**src/dss_params.svh**
```systemverilog
// Purpose: offsets, field positions, reset values and scale figures of the status block
// Assumes: byte addressing on a 32-bit register bus
// Notes: included by the scaler and top design files of the block and by the bench
`ifndef DSS_PARAMS_SVH
`define DSS_PARAMS_SVH

// register byte offsets
`define DSS_OFS_STATUS 8'h00
`define DSS_OFS_SPEED 8'h04
`define DSS_OFS_RATED 8'h08
`define DSS_OFS_IRQ_STAT 8'h0c
`define DSS_OFS_IRQ_MASK 8'h10

// logical status word bit positions
`define DSS_BIT_RUN_CMD 1
`define DSS_BIT_FIRE 2
`define DSS_BIT_RAMP2 5
`define DSS_BIT_CFG_LOCK 6
`define DSS_BIT_ALARM 7
`define DSS_BIT_RUNNING 8
`define DSS_BIT_ENABLED 9
`define DSS_BIT_FORWARD 10
`define DSS_BIT_JOG 11
`define DSS_BIT_REMOTE 12
`define DSS_BIT_UNDERV 13
`define DSS_BIT_FAULT 15
`define DSS_RSVD_MASK 16'h4019

// interrupt event bit positions
`define DSS_EV_FAULT 0
`define DSS_EV_ALARM 1
`define DSS_EV_UNDERV 2
`define DSS_EV_REFUSE 3
`define DSS_EV_W 4

// rated frequency in tenths of a hertz, 60.0 Hz after reset
`define DSS_RATED_RST 16'h0258

// speed scale: rated frequency maps to 1 << 13 counts
`define DSS_SPEED_SHIFT 13
`define DSS_SPEED_RATED 16'h2000
`define DSS_SPEED_MAX 16'h7fff
`define DSS_SPEED_MIN 16'h8000

`endif

```
**src/dss_pkg.sv**
```systemverilog
// Purpose: shared types of the drive status block
// Assumes: nothing beyond the params header
// Notes: constants live in dss_params.svh
package dss_pkg;
  typedef enum logic [1:0] {
    dss_okay = 2'b00,
    dss_slverr = 2'b10
  } dss_resp_e;

  typedef enum logic {
    dss_div_idle = 1'b0,
    dss_div_run = 1'b1
  } dss_div_e;
endpackage : dss_pkg

```
**src/dss_scaler.sv**
```systemverilog
// Purpose: converts output frequency into the signed scaled speed word
// Assumes: frequency and rated setting share one unit
// Notes: restoring divider, one quotient bit per clock, runs continuously
`timescale 1ns/100ps
`include "dss_params.svh"
module dss_scaler
  import dss_pkg::*;
#(
  parameter int FREQ_W = 16
) (
  // clock and reset
  input wire logic i_clk,
  input wire logic i_rst_n,
  // operands
  input wire logic signed [FREQ_W-1:0] i_freq,
  input wire logic [FREQ_W-1:0] i_rated,
  // result
  output logic [15:0] o_speed,
  output logic o_done
);
  localparam int NUM_W = FREQ_W + `DSS_SPEED_SHIFT;
  localparam int CNT_W = $clog2(NUM_W + 1);

  dss_div_e state;
  logic [FREQ_W:0] rem;
  logic [NUM_W-1:0] quo;
  logic [FREQ_W-1:0] div_r;
  logic [CNT_W-1:0] cnt;
  logic neg;
  logic signed [FREQ_W-1:0] freq_l;

  wire [FREQ_W-1:0] abs_freq = i_freq[FREQ_W-1] ? FREQ_W'(-i_freq) : FREQ_W'(i_freq);
  wire [FREQ_W:0] shifted = {rem[FREQ_W-1:0], quo[NUM_W-1]};
  wire ge = shifted >= {1'b0, div_r};
  wire [FREQ_W:0] next_rem = ge ? shifted - {1'b0, div_r} : shifted;
  wire [NUM_W-1:0] next_quo = {quo[NUM_W-2:0], ge};
  wire last = cnt == CNT_W'(1);
  // saturate to the 16-bit two's-complement span
  wire pos_big = |next_quo[NUM_W-1:15];
  wire neg_big = (|next_quo[NUM_W-1:16]) | (next_quo[15] & (|next_quo[14:0]));
  wire [15:0] pos_val = pos_big ? `DSS_SPEED_MAX : {1'b0, next_quo[14:0]};
  wire [15:0] neg_val = neg_big ? `DSS_SPEED_MIN : 16'(-next_quo[15:0]);
  // zero rated setting would divide by zero, report standstill instead
  wire [15:0] next_speed = (div_r == '0) ? 16'h0000 : (neg ? neg_val : pos_val);

  always_ff @(posedge i_clk or negedge i_rst_n) begin
    if (!i_rst_n) begin
      state <= dss_div_idle;
      rem <= '0;
      quo <= '0;
      div_r <= '0;
      cnt <= '0;
      neg <= 1'b0;
      freq_l <= '0;
      o_speed <= 16'h0000;
      o_done <= 1'b0;
    end else begin
      o_done <= 1'b0;
      unique case (state)
        dss_div_idle: begin
          rem <= '0;
          quo <= {abs_freq, `DSS_SPEED_SHIFT'(0)};
          div_r <= i_rated;
          neg <= i_freq[FREQ_W-1];
          freq_l <= i_freq;
          cnt <= CNT_W'(NUM_W);
          state <= dss_div_run;
        end
        dss_div_run: begin
          rem <= next_rem;
          quo <= next_quo;
          cnt <= cnt - CNT_W'(1);
          if (last) begin
            o_speed <= next_speed;
            o_done <= 1'b1;
            state <= dss_div_idle;
          end
        end
      endcase
    end
  end
endmodule : dss_scaler

```
**src/dss_status_top.sv**
```systemverilog
// Purpose: read-only logical status word and scaled speed word over AXI4-Lite
// Assumes: drive condition inputs are synchronous levels on i_clk
// Notes: edge events of the status word raise a maskable interrupt
`timescale 1ns/100ps
`include "dss_params.svh"
module dss_status_top
  import dss_pkg::*;
#(
  parameter int ADDR_W = 8,
  parameter int FREQ_W = 16
) (
  // clock and reset
  input wire logic i_clk,
  input wire logic i_rst_n,
  // axi4-lite write address
  input wire logic i_s_axi_awvalid,
  output logic o_s_axi_awready,
  input wire logic [ADDR_W-1:0] i_s_axi_awaddr,
  input wire logic [2:0] i_s_axi_awprot,
  // axi4-lite write data
  input wire logic i_s_axi_wvalid,
  output logic o_s_axi_wready,
  input wire logic [31:0] i_s_axi_wdata,
  input wire logic [3:0] i_s_axi_wstrb,
  // axi4-lite write response
  output logic o_s_axi_bvalid,
  input wire logic i_s_axi_bready,
  output logic [1:0] o_s_axi_bresp,
  // axi4-lite read address
  input wire logic i_s_axi_arvalid,
  output logic o_s_axi_arready,
  input wire logic [ADDR_W-1:0] i_s_axi_araddr,
  input wire logic [2:0] i_s_axi_arprot,
  // axi4-lite read data
  output logic o_s_axi_rvalid,
  input wire logic i_s_axi_rready,
  output logic [31:0] o_s_axi_rdata,
  output logic [1:0] o_s_axi_rresp,
  // drive conditions
  input wire logic i_run_cmd,
  input wire logic i_fire_mode,
  input wire logic i_second_ramp,
  input wire logic i_config_lock,
  input wire logic i_alarm,
  input wire logic i_running,
  input wire logic i_enabled,
  input wire logic i_forward,
  input wire logic i_jog,
  input wire logic i_remote,
  input wire logic i_undervoltage,
  input wire logic i_fault,
  // enable gate and output frequency
  input wire logic i_enable_req,
  output logic o_drive_enable,
  input wire logic signed [FREQ_W-1:0] i_out_freq,
  // interrupt
  output logic o_irq
);
  function automatic logic is_mapped(input logic [ADDR_W-1:0] a);
    is_mapped = a == ADDR_W'(`DSS_OFS_STATUS) || a == ADDR_W'(`DSS_OFS_SPEED) ||
      a == ADDR_W'(`DSS_OFS_RATED) || a == ADDR_W'(`DSS_OFS_IRQ_STAT) ||
      a == ADDR_W'(`DSS_OFS_IRQ_MASK);
  endfunction : is_mapped

  logic [15:0] drive_logical_status;
  logic [15:0] status_word;
  logic [15:0] scaled_speed_value;
  logic [FREQ_W-1:0] motor_rated_frequency_setting;
  logic [`DSS_EV_W-1:0] irq_status;
  logic [`DSS_EV_W-1:0] irq_mask;
  logic refuse_d;
  logic aw_held;
  logic w_held;
  logic [ADDR_W-1:0] aw_addr;
  logic [31:0] w_data;
  logic [3:0] w_strb;

  // status word assembly, reserved bits read as zero
  assign status_word[0] = 1'b0;
  assign status_word[`DSS_BIT_RUN_CMD] = i_run_cmd;
  assign status_word[`DSS_BIT_FIRE] = i_fire_mode;
  assign status_word[4:3] = 2'b00;
  assign status_word[`DSS_BIT_RAMP2] = i_second_ramp;
  assign status_word[`DSS_BIT_CFG_LOCK] = i_config_lock;
  assign status_word[`DSS_BIT_ALARM] = i_alarm;
  assign status_word[`DSS_BIT_RUNNING] = i_running;
  assign status_word[`DSS_BIT_ENABLED] = i_enabled;
  assign status_word[`DSS_BIT_FORWARD] = i_forward;
  assign status_word[`DSS_BIT_JOG] = i_jog;
  assign status_word[`DSS_BIT_REMOTE] = i_remote;
  assign status_word[`DSS_BIT_UNDERV] = i_undervoltage;
  assign status_word[14] = 1'b0;
  assign status_word[`DSS_BIT_FAULT] = i_fault;

  // enabling is refused while configuration lockout stands
  wire refuse_now = i_enable_req & i_config_lock;
  wire next_enable = i_enable_req & ~i_config_lock;

  // rising edges of the reported conditions
  wire [`DSS_EV_W-1:0] events;
  assign events[`DSS_EV_FAULT] = status_word[`DSS_BIT_FAULT] &
    ~drive_logical_status[`DSS_BIT_FAULT];
  assign events[`DSS_EV_ALARM] = status_word[`DSS_BIT_ALARM] &
    ~drive_logical_status[`DSS_BIT_ALARM];
  assign events[`DSS_EV_UNDERV] = status_word[`DSS_BIT_UNDERV] &
    ~drive_logical_status[`DSS_BIT_UNDERV];
  assign events[`DSS_EV_REFUSE] = refuse_now & ~refuse_d;

  // write channel handshake and decode
  wire aw_fire = i_s_axi_awvalid & o_s_axi_awready;
  wire w_fire = i_s_axi_wvalid & o_s_axi_wready;
  wire wr_go = aw_held & w_held & ~o_s_axi_bvalid;
  wire wr_mapped = is_mapped(aw_addr);
  wire wr_rated = wr_go & (aw_addr == ADDR_W'(`DSS_OFS_RATED));
  wire wr_istat = wr_go & (aw_addr == ADDR_W'(`DSS_OFS_IRQ_STAT)) & w_strb[0];
  wire wr_imask = wr_go & (aw_addr == ADDR_W'(`DSS_OFS_IRQ_MASK)) & w_strb[0];
  wire [FREQ_W-1:0] rated_wdata = FREQ_W'({w_strb[1] ? w_data[15:8] :
    motor_rated_frequency_setting[15:8], w_strb[0] ? w_data[7:0] :
    motor_rated_frequency_setting[7:0]});
  wire [`DSS_EV_W-1:0] istat_clr = wr_istat ? w_data[`DSS_EV_W-1:0] : '0;
  // a new event wins over a clear in the same cycle
  wire [`DSS_EV_W-1:0] next_irq_status = (irq_status & ~istat_clr) | events;

  assign o_s_axi_awready = ~aw_held;
  assign o_s_axi_wready = ~w_held;

  // read channel decode
  wire ar_fire = i_s_axi_arvalid & o_s_axi_arready;
  wire rd_mapped = is_mapped(i_s_axi_araddr);
  wire [31:0] rd_word =
    (i_s_axi_araddr == ADDR_W'(`DSS_OFS_STATUS)) ? {16'h0000, drive_logical_status} :
    (i_s_axi_araddr == ADDR_W'(`DSS_OFS_SPEED)) ? {16'h0000, scaled_speed_value} :
    (i_s_axi_araddr == ADDR_W'(`DSS_OFS_RATED)) ?
      {16'h0000, 16'(motor_rated_frequency_setting)} :
    (i_s_axi_araddr == ADDR_W'(`DSS_OFS_IRQ_STAT)) ? {28'h0000000, irq_status} :
    (i_s_axi_araddr == ADDR_W'(`DSS_OFS_IRQ_MASK)) ? {28'h0000000, irq_mask} :
    32'h00000000;

  assign o_s_axi_arready = ~o_s_axi_rvalid;
  assign o_irq = |(irq_status & irq_mask);

  // status word is sampled every cycle and never written by the bus
  always_ff @(posedge i_clk or negedge i_rst_n) begin
    if (!i_rst_n) begin
      drive_logical_status <= 16'h0000;
      refuse_d <= 1'b0;
      o_drive_enable <= 1'b0;
    end else begin
      drive_logical_status <= status_word;
      refuse_d <= refuse_now;
      o_drive_enable <= next_enable;
    end
  end

  always_ff @(posedge i_clk or negedge i_rst_n) begin
    if (!i_rst_n) begin
      aw_held <= 1'b0;
      aw_addr <= '0;
    end else if (aw_fire) begin
      aw_held <= 1'b1;
      aw_addr <= {i_s_axi_awaddr[ADDR_W-1:2], 2'b00};
    end else if (wr_go) begin
      aw_held <= 1'b0;
    end
  end

  always_ff @(posedge i_clk or negedge i_rst_n) begin
    if (!i_rst_n) begin
      w_held <= 1'b0;
      w_data <= 32'h00000000;
      w_strb <= 4'h0;
    end else if (w_fire) begin
      w_held <= 1'b1;
      w_data <= i_s_axi_wdata;
      w_strb <= i_s_axi_wstrb;
    end else if (wr_go) begin
      w_held <= 1'b0;
    end
  end

  // read-only words take the write and answer okay without change
  always_ff @(posedge i_clk or negedge i_rst_n) begin
    if (!i_rst_n) begin
      o_s_axi_bvalid <= 1'b0;
      o_s_axi_bresp <= dss_okay;
    end else if (wr_go) begin
      o_s_axi_bvalid <= 1'b1;
      o_s_axi_bresp <= wr_mapped ? dss_okay : dss_slverr;
    end else if (i_s_axi_bready) begin
      o_s_axi_bvalid <= 1'b0;
    end
  end

  always_ff @(posedge i_clk or negedge i_rst_n) begin
    if (!i_rst_n) begin
      motor_rated_frequency_setting <= FREQ_W'(`DSS_RATED_RST);
      irq_mask <= '0;
      irq_status <= '0;
    end else begin
      if (wr_rated) begin
        motor_rated_frequency_setting <= rated_wdata;
      end
      if (wr_imask) begin
        irq_mask <= w_data[`DSS_EV_W-1:0];
      end
      irq_status <= next_irq_status;
    end
  end

  always_ff @(posedge i_clk or negedge i_rst_n) begin
    if (!i_rst_n) begin
      o_s_axi_rvalid <= 1'b0;
      o_s_axi_rdata <= 32'h00000000;
      o_s_axi_rresp <= dss_okay;
    end else if (ar_fire) begin
      o_s_axi_rvalid <= 1'b1;
      o_s_axi_rdata <= rd_word;
      o_s_axi_rresp <= rd_mapped ? dss_okay : dss_slverr;
    end else if (i_s_axi_rready) begin
      o_s_axi_rvalid <= 1'b0;
    end
  end

  // speed word scaled against the rated frequency setting
  dss_scaler #(
    .FREQ_W(FREQ_W)
  ) u_scaler (
    .i_clk(i_clk),
    .i_rst_n(i_rst_n),
    .i_freq(i_out_freq),
    .i_rated(motor_rated_frequency_setting),
    .o_speed(scaled_speed_value),
    .o_done()
  );
endmodule : dss_status_top

```
**config.mk**
```make
export PLATFORM = sky130hd
export DESIGN_NAME = dss_status_top
export DESIGN_NICKNAME = d
export VERILOG_FILES = /design/src/dss_pkg.sv /design/src/dss_scaler.sv /design/src/dss_status_top.sv
export VERILOG_INCLUDE_DIRS = /design/src /design/src/src
export SDC_FILE = /design/constraint.sdc
export NUM_CORES = 1
export LEC_CHECK = 0
export BUFFER_PORTS_ARGS = -buffer_cell sky130_fd_sc_hd__buf_2
export CAP_MARGIN = 20
export CORE_MARGIN = 2
export CORE_UTILIZATION = 30
export CTS_CLUSTER_SIZE = 8
export DETAILED_ROUTE_END_ITERATION = 10
export PLACE_DENSITY = 0.51
export RECOVER_POWER = 25
export SETUP_SLACK_MARGIN = 0.15
export SLEW_MARGIN = 10
export SYNTH_ARGS = -nofsm -noshare
export SYNTH_HDL_FRONTEND = slang
export SYNTH_SLANG_ARGS = --single-unit
```
**constraint.sdc**
```tcl
create_clock -name i_clk -period 3.6 [get_ports i_clk]
set_input_delay 0.72 -clock i_clk [delete_from_list [all_inputs] [get_ports i_clk]]
set_output_delay 0.72 -clock i_clk [all_outputs]
set_load 0.02 [all_outputs]
```
After elaboration in Yosys (flattened, before gate mapping):

Cells that the tools add are included.

* output and inout bits: 43
* input bits: 94
* flip-flop bits (word level): 186
* bits in read-only memories: 0
* bits in writable memories: 0
* memories: 0
* bits in latches: 0

* mux-type cells: 26
* reductions and logical operators: 22
* div/mod/pow operators: 0
* add/subtract/negate cells: 4
* $lt $le $gt $ge: 1
* shift operators: 0
* eq/ne operators: 9
* multiply operators: 0
* bitwise gates (word level): 32

Operators by type and width (count)
* 16-bit two-way mux: 8
* 29-bit one-hot mux with 2 select lines: 1
* 16-bit negation: 2
* 16-bit one-hot mux with 2 select lines: 1
* 1-bit AND: 17
* 17-bit by 16-bit >= comparator with 1-bit output: 1
* 8-bit by 4-bit equality test with 1-bit output, second input constant: 2
* 16-bit zero test: 1
* 8-bit zero test: 2
* 16-bit subtractor: 1
* 15-bit two-way mux: 1
* 15-bit OR reduction: 1
* 14-bit OR reduction: 1
* 13-bit OR reduction: 1
* 6-bit by 2-bit equality test with 1-bit output, second input constant: 2
* 4-bit two-way mux: 3
* 1-bit inverter: 10
* 5-bit one-hot mux with 2 select lines: 1
* 4-bit AND: 2
* 8-bit by 3-bit equality test with 1-bit output, second input constant: 1
* 8-bit by 5-bit equality test with 1-bit output, second input constant: 1
* 1-bit logical OR: 8
* 1-bit two-way mux: 8
* 2-bit nonzero test: 4
* 11 further kinds: 14

Depth between registers and ports, before layout:

* word-level depth: 8
* gate-level depth with buffers: 16
* mapped depth without buffers: 15

Cells and area by module:

From an unflattened synthesis, not the netlist that was laid out.

* cell total of the unflattened synthesis: 832
* area, all modules: 8634.5 um^2

Modules (own cells, without submodules)
* dss_scaler: times used 1, sequential area each 2127.0 um^2, cells each 537, area each 4924.7 um^2
* dss_status_top: times used 1, sequential area each 2107.0 um^2, cells each 295, area each 3709.8 um^2

Worst setup path before layout:

OpenSTA, ideal clock, no wires.

* path kind: register to register
* start point: register u_scaler.div_r[13]
* end point: register u_scaler.o_speed[10]
* period minus slack after synthesis: 3858 ps
* slack: -258 ps
* required time: 3517 ps
* arrival: 3775 ps
* path buffers: 1
* cell stages (with the launch flop): 17
* path through: dfrtp_1 > inv_1 > ha_1 > nand3_1 > nor4_1 > a311oi_1 > and2_1 > buf_2 > nand2_1 > inv_1 > ha_1 > or4b_2 > nor4_1 > nand2_1 > a21oi_1 > o22ai_1 > o21ai_0

* longest elaborated chain between the ends: 7

Ends and longest elaborated chain
* from (decl): RTL line dss_scaler.sv:27 `logic [FREQ_W-1:0] div_r;`
* from (signal assigned): RTL line dss_scaler.sv:63 `div_r <= i_rated;`
* branches (longest 6 deep; another with 17-bit by 16-bit >= comparator with 1-bit output)
* 16-bit two-way mux (*): RTL line dss_scaler.sv:44 `wire [15:0] next_speed = (div_r == '0) ? 16'h0000 : (neg ? neg_val : pos_val);`
* to (signal assigned): RTL line dss_scaler.sv:74 `o_speed <= next_speed;`
* to (decl): RTL line dss_scaler.sv:18 `output logic [15:0] o_speed,`

Every way passes the cells marked *.
A chain may end at the register's enable or synchronous reset.

Final worst setup path:

* start point: register u_scaler.div_r[0]
* end point: register u_scaler.o_speed[14]

Same word-level chain as after synthesis.

==> flow_summary.rst <==
.. list-table::
   :header-rows: 1

   * - Metric
     - Value
   * - Outcome
     - complete, but fails checks
   * - Violated checks
     - max-capacitance violations, max-slew violations
   * - Final-stage net count
     - between 1000 and 1500
   * - Final HPWL from detailed placement
     - 15.5 mm
   * - Sequential share of power
     - 37.0%
   * - CTS root buffer
     - sky130_fd_sc_hd__clkbuf_16
   * - Clock tree skew after final layout
     - around 0.020 ns
   * - Starting density of the core
     - around 30%
   * - Worst Setup Path Type
     - reg2reg
   * - Leakage power figure
     - around 4.6 nW
   * - Antenna violations before repair
     - 0
   * - Cell row count
     - between 60 and 70
   * - Area of the core
     - ~0.028 mm2
   * - Reg area
     - around 0.0042 mm2
   * - Final clock period utilization by the worst path
     - between 90% and 100%
   * - Crit path time final
     - 3.32 ns
   * - Final Max Tran Viols
     - 31
   * - Buffer depth of the longest clock path
     - 2
   * - F_max
     - approximately 300 MHz
   * - Die W
     - around 170 um
   * - Vertical die dimension
     - 172 um
   * - Ordered cell list for the critical path
     - ha_1 -> nand4_1 -> nor2_2 -> a311oi_4 -> and2_4 -> nand2_1 -> inv_1 -> ha_2 -> or4b_4 -> nor4_4 -> a31oi_1 -> o211ai_1 -> nand2_1
   * - Routed met2 length
     - just over 10 mm
   * - Routability-driven placement congestion ratio
     - 0.817
   * - First-pass iteration count of the detailed router
     - 4
   * - Wire length of the first global-routing pass
     - about 34 mm
   * - Hold WS
     - approximately 0.38 ns
   * - Worst voltage drop across the vdd grid
     - between 0.0003 and 0.0004 V
   * - Synth area leader
     - sky130_fd_sc_hd__dfrtp_1
   * - Total length of routed wires
     - approximately 22 mm
   * - Number of different library cells in the post-synthesis netlist
     - 65
   * - Hold Fails Final Rpt
     - 0
   * - Overflow after GRT
     - 0
   * - Total routing usage reported by global routing
     - roughly 15%
   * - Post-synthesis sequential area ratio
     - 49.8%
   * - Largest net degree at the start of global routing
     - a little over 90
   * - Slowest cell on crit path
     - sky130_fd_sc_hd__or4b_4
   * - Area grow syn2layout
     - 21.8%
   * - Worst path max stage delay
     - between 0.5 and 0.6 ns
   * - Top cells by area in the synthesized netlist
     - sky130_fd_sc_hd__dfrtp_1 (49%), sky130_fd_sc_hd__mux2_2 (8.0%), sky130_fd_sc_hd__nand2_1 (3.9%), sky130_fd_sc_hd__o21ai_0 (3.3%), sky130_fd_sc_hd__ha_1 (3.1%)
   * - Vias in the first global route
     - about 6300
   * - Antenna viol nets, final
     - 0
   * - Slew at the pin closest to its max-slew limit
     - 1.77 ns
   * - Highest routed layer
     - met4
   * - Netlist area before placement
     - around 0.0085 mm2
   * - Logic pwr share
     - 39.4%
   * - Slew Limit Headroom
     - -18.0%
   * - Number of antenna cells inserted
     - 0
   * - Share of layout cells above drive strength 1
     - between 20 and 30%
   * - Syn_area_per_cell
     - 10.2 um2
   * - Worst setup EP type
     - flip-flop
   * - # port buffers
     - slightly above 90
   * - Net switching power figure
     - 2.76 mW
   * - Commonest register cell after synthesis
     - sky130_fd_sc_hd__dfrtp_1
   * - Iteration-0 DRC count of the detailed router
     - 404
   * - Number of placed instances with taps included
     - between 1000 and 1500
   * - Yosys warning total
     - 0
   * - H-tree level count
     - 4
   * - Clock latency reported for the late side of the worst-skew pair
     - roughly 0.44 ns
   * - CTS tree
     - done
   * - Instance count of the mapped netlist
     - slightly above 800
   * - Metal-1 WL
     - ~10 mm
   * - Peak fanout along the critical path
     - 4
   * - Sum of buffers and inverters on the critical path
     - 1
   * - Top cell family by delay on the critical path
     - simple AND/OR/NAND/NOR gates
   * - Cell area power density
     - approximately 740 mW/mm2
   * - Data arrival time of the critical path
     - about 3.6 ns
   * - Switching Fraction
     - a little over a third
   * - Share of total power in the clock network
     - between 20% and 30%
   * - Number of design rule violations left after detail routing
     - 0
   * - Critical path required time
     - 3.92 ns
   * - Number of enable flip-flop cells after synthesis
     - 0
   * - Finish-stage setup viols
     - 0
   * - Classification of the worst-slack hold path
     - in2reg
   * - # IOs
     - between 100 and 150
   * - Floorplan die area
     - approximately 0.030 mm2
   * - Number of synthesized register bits
     - around 170
   * - Number of filler cells placed in the layout
     - between 2000 and 3000
   * - Fraction of synthesis flops using an asynchronous set or reset pin
     - 100%
   * - Number of buffers created by CTS
     - 17
   * - Count of max-cap constraint violations
     - 1
   * - Startpoint type of the worst setup path
     - flip-flop
   * - Most repeated library cell on the critical path
     - sky130_fd_sc_hd__nand2_1
   * - Number of hold-repair buffers added at the cts stage
     - 0
   * - Total number of vias
     - ~6500
   * - Sinks on Clock Net
     - 168
   * - Clock transition time at the flip-flop clock pins of the worst setup and hold paths
     - around 0.07 ns
   * - Total area of multi-input combinational cells
     - roughly 0.0041 mm2
   * - Setup repair after global routing missed its margin
     - true
   * - Average routed wire per standard cell
     - between 15 and 20 um
   * - Cell-internal power
     - approximately 4.8 mW
   * - Routed wire length on met3
     - between 600 and 700 um
   * - Count of placed standard cells in the final layout, fillers left out
     - between 1000 and 1500
   * - Routed via count divided by cell count
     - between 4 and 5
   * - Share of the synthesized area in the top cell type
     - between 40% and 50%
   * - Total negative setup slack
     - 0 ns
-- power groups by stage --
stage | sequential [mW] | clock, mW | combinational (mW)
6_report | 2.80 | 1.79 | 2.99
5_1_grt | 2.87 | 1.91 | 3.34
4_1_cts | 2.78 | 1.83 | 2.68
3_5_place_dp | 2.81 | 0 | 2.65
3_3_place_gp | 2.81 | 0 | 2.63
2_1_floorplan | 2.67 | 0 | 1.95
-- synthesized netlist by cell type (4+ instances only) --
cell type                   number
sky130_fd_sc_hd__nor2_1         47
sky130_fd_sc_hd__nand4_1         8
sky130_fd_sc_hd__a2bb2oi_1       8
sky130_fd_sc_hd__nand2b_1        4
sky130_fd_sc_hd__nor2b_1        14
sky130_fd_sc_hd__inv_1          42
sky130_fd_sc_hd__xnor2_1        11
sky130_fd_sc_hd__a21oi_1        43
sky130_fd_sc_hd__and3_1          6
sky130_fd_sc_hd__xor2_1         14
sky130_fd_sc_hd__dfstp_2         4
sky130_fd_sc_hd__clkbuf_1       28
sky130_fd_sc_hd__ha_1           21
sky130_fd_sc_hd__a22oi_1         5
sky130_fd_sc_hd__buf_4          18
sky130_fd_sc_hd__a211oi_1       10
sky130_fd_sc_hd__o211ai_1        6
sky130_fd_sc_hd__dfrtp_1       164
sky130_fd_sc_hd__mux2i_1        13
sky130_fd_sc_hd__or3_1           6
sky130_fd_sc_hd__o21a_1          6
sky130_fd_sc_hd__or4_1           6
sky130_fd_sc_hd__nor4_1         10
sky130_fd_sc_hd__o41ai_1         4
sky130_fd_sc_hd__nor3_1         14
sky130_fd_sc_hd__o22ai_1         6
sky130_fd_sc_hd__o31ai_1        19
sky130_fd_sc_hd__buf_1           6
sky130_fd_sc_hd__nand2_1        88
sky130_fd_sc_hd__o21ai_0        55
sky130_fd_sc_hd__a22o_1          6
sky130_fd_sc_hd__mux2_2         60
sky130_fd_sc_hd__a21o_1          5
sky130_fd_sc_hd__and2_1         15
sky130_fd_sc_hd__nand3_1        14
-- worst paths after layout --
kind,startpoint,endpoint,slack [ns],cells past startpoint
max in group asynchronous,i_rst_n,u_scaler.rem[9]$_DFF_PN0_,1.40,2
worst min register to register,o_s_axi_rdata[5]$_DFFE_PN0P_,o_s_axi_rdata[5]$_DFFE_PN0P_,0.47,2
worst max register to register,u_scaler.div_r[0]$_DFFE_PN0N_,u_scaler.o_speed[14]$_DFFE_PN0P_,0.28,13
min in group asynchronous,i_rst_n,irq_mask[2]$_DFFE_PN0P_,0.74,1
worst min-delay path,i_jog,drive_logical_status[11]$_DFF_PN0_,0.38,1
worst max-delay path,u_scaler.div_r[0]$_DFFE_PN0N_,u_scaler.o_speed[14]$_DFFE_PN0P_,0.28,13
-- cell families (layout without fill, tap and decap cells) --
family	after synthesis	count (layout)	share of synthesized area [%]
other	1	18	0.0444
AND/OR/NAND/NOR	253	253	15.0
AO/OA/AOI/OAI	193	193	14.7
multiplexers	73	73	9.53
buffers and inverters	95	205	5.03
flip-flops	168	168	49.8
adder cells (fa/ha/maj)	22	22	3.34
XOR/XNOR	25	25	2.59
-- state kept, by name, indices dropped and copies added, names as in the netlist, 6 cells and up --
| signal | count |
|---|---|
| u_scaler.quo | 29 |
| motor_rated_frequency_setting | 16 |
| o_s_axi_rdata | 16 |
| u_scaler.div_r | 16 |
| u_scaler.o_speed | 16 |
| u_scaler.rem | 16 |
| w_data | 16 |
| drive_logical_status | 12 |
| aw_addr | 6 |
-- stage by stage --
step / utilization, % / setup WS [ns] / area, um2 / total power, mW
final: 37.1 / 0.278 / 10300 / 7.58
after global routing: 37.1 / 0.114 / 10300 / 8.12
after CTS: 36.0 / 0.168 / 10000 / 7.29
after detailed placement: 34.0 / 0.149 / 9440 / 5.46
after global placement: 34.0 / 0.189 / 9440 / 5.44
after floorplan: - / 0.165 / 8560 / 4.63
-- worst register-to-register path, cell delays in order, from the launching register on --
cell and delay (ns):
sky130_fd_sc_hd__dfrtp_1 0.44, sky130_fd_sc_hd__ha_1 0.35, sky130_fd_sc_hd__nand4_1 0.11, sky130_fd_sc_hd__nor2_2 0.07, sky130_fd_sc_hd__a311oi_4 0.40, sky130_fd_sc_hd__and2_4 0.22
sky130_fd_sc_hd__nand2_1 0.06, sky130_fd_sc_hd__inv_1 0.06, sky130_fd_sc_hd__ha_2 0.18, sky130_fd_sc_hd__or4b_4 0.52, sky130_fd_sc_hd__nor4_4 0.36, sky130_fd_sc_hd__a31oi_1 0.13
sky130_fd_sc_hd__o211ai_1 0.24, sky130_fd_sc_hd__nand2_1 0.08
-- layout by cell type (no fill, tap or decap), drive strengths merged, types with 4 or more instances in the layout --
master,n
clkbuf,25
nor3,14
and2,15
o21ai,56
or3,6
o211ai,6
or2,4
dfstp,4
dfrtp,164
buf,126
xor2,14
o31ai,19
a22o,6
nand4,8
o21a,6
nand3,14
inv,48
nand2,88
nor4,11
xnor2,11
ha,21
o22ai,6
a211oi,10
a2bb2oi,8
a21o,5
conb,18
a22oi,5
o41ai,5
mux2i,13
or4,8
nand2b,4
a21oi,43
nor2,47
mux2,60
and3,6
nor2b,14
-- repair_timing --
action,in CTS,in global routing
endpoints found under the hold margin,0,0
resized for setup,2,36
pin swaps,1,12
setup buffers,0,13
setup endpoints to repair,1,15
-- routing by layer --
layer | track usage [%] | up-vias
li1 | - | 3151
met1 | 21.2 | 3186
met2 | 23.5 | 108
met3 | 3.02 | 15
met4 | 3.84 | 0
met5 | 0 | -
-- area by class of cell --
type | count | area share, %
Sequential cell | 168 | 40.9
Inverter | 42 | 1.53
Clock inverter | 12 | 1.09
Multi-Input combinational cell | 584 | 39.9
Clock buffer | 20 | 4.43
Timing Repair Buffer | 131 | 7.53
Tap cell | 378 | 4.59
Power figures use the tool's default switching activity.
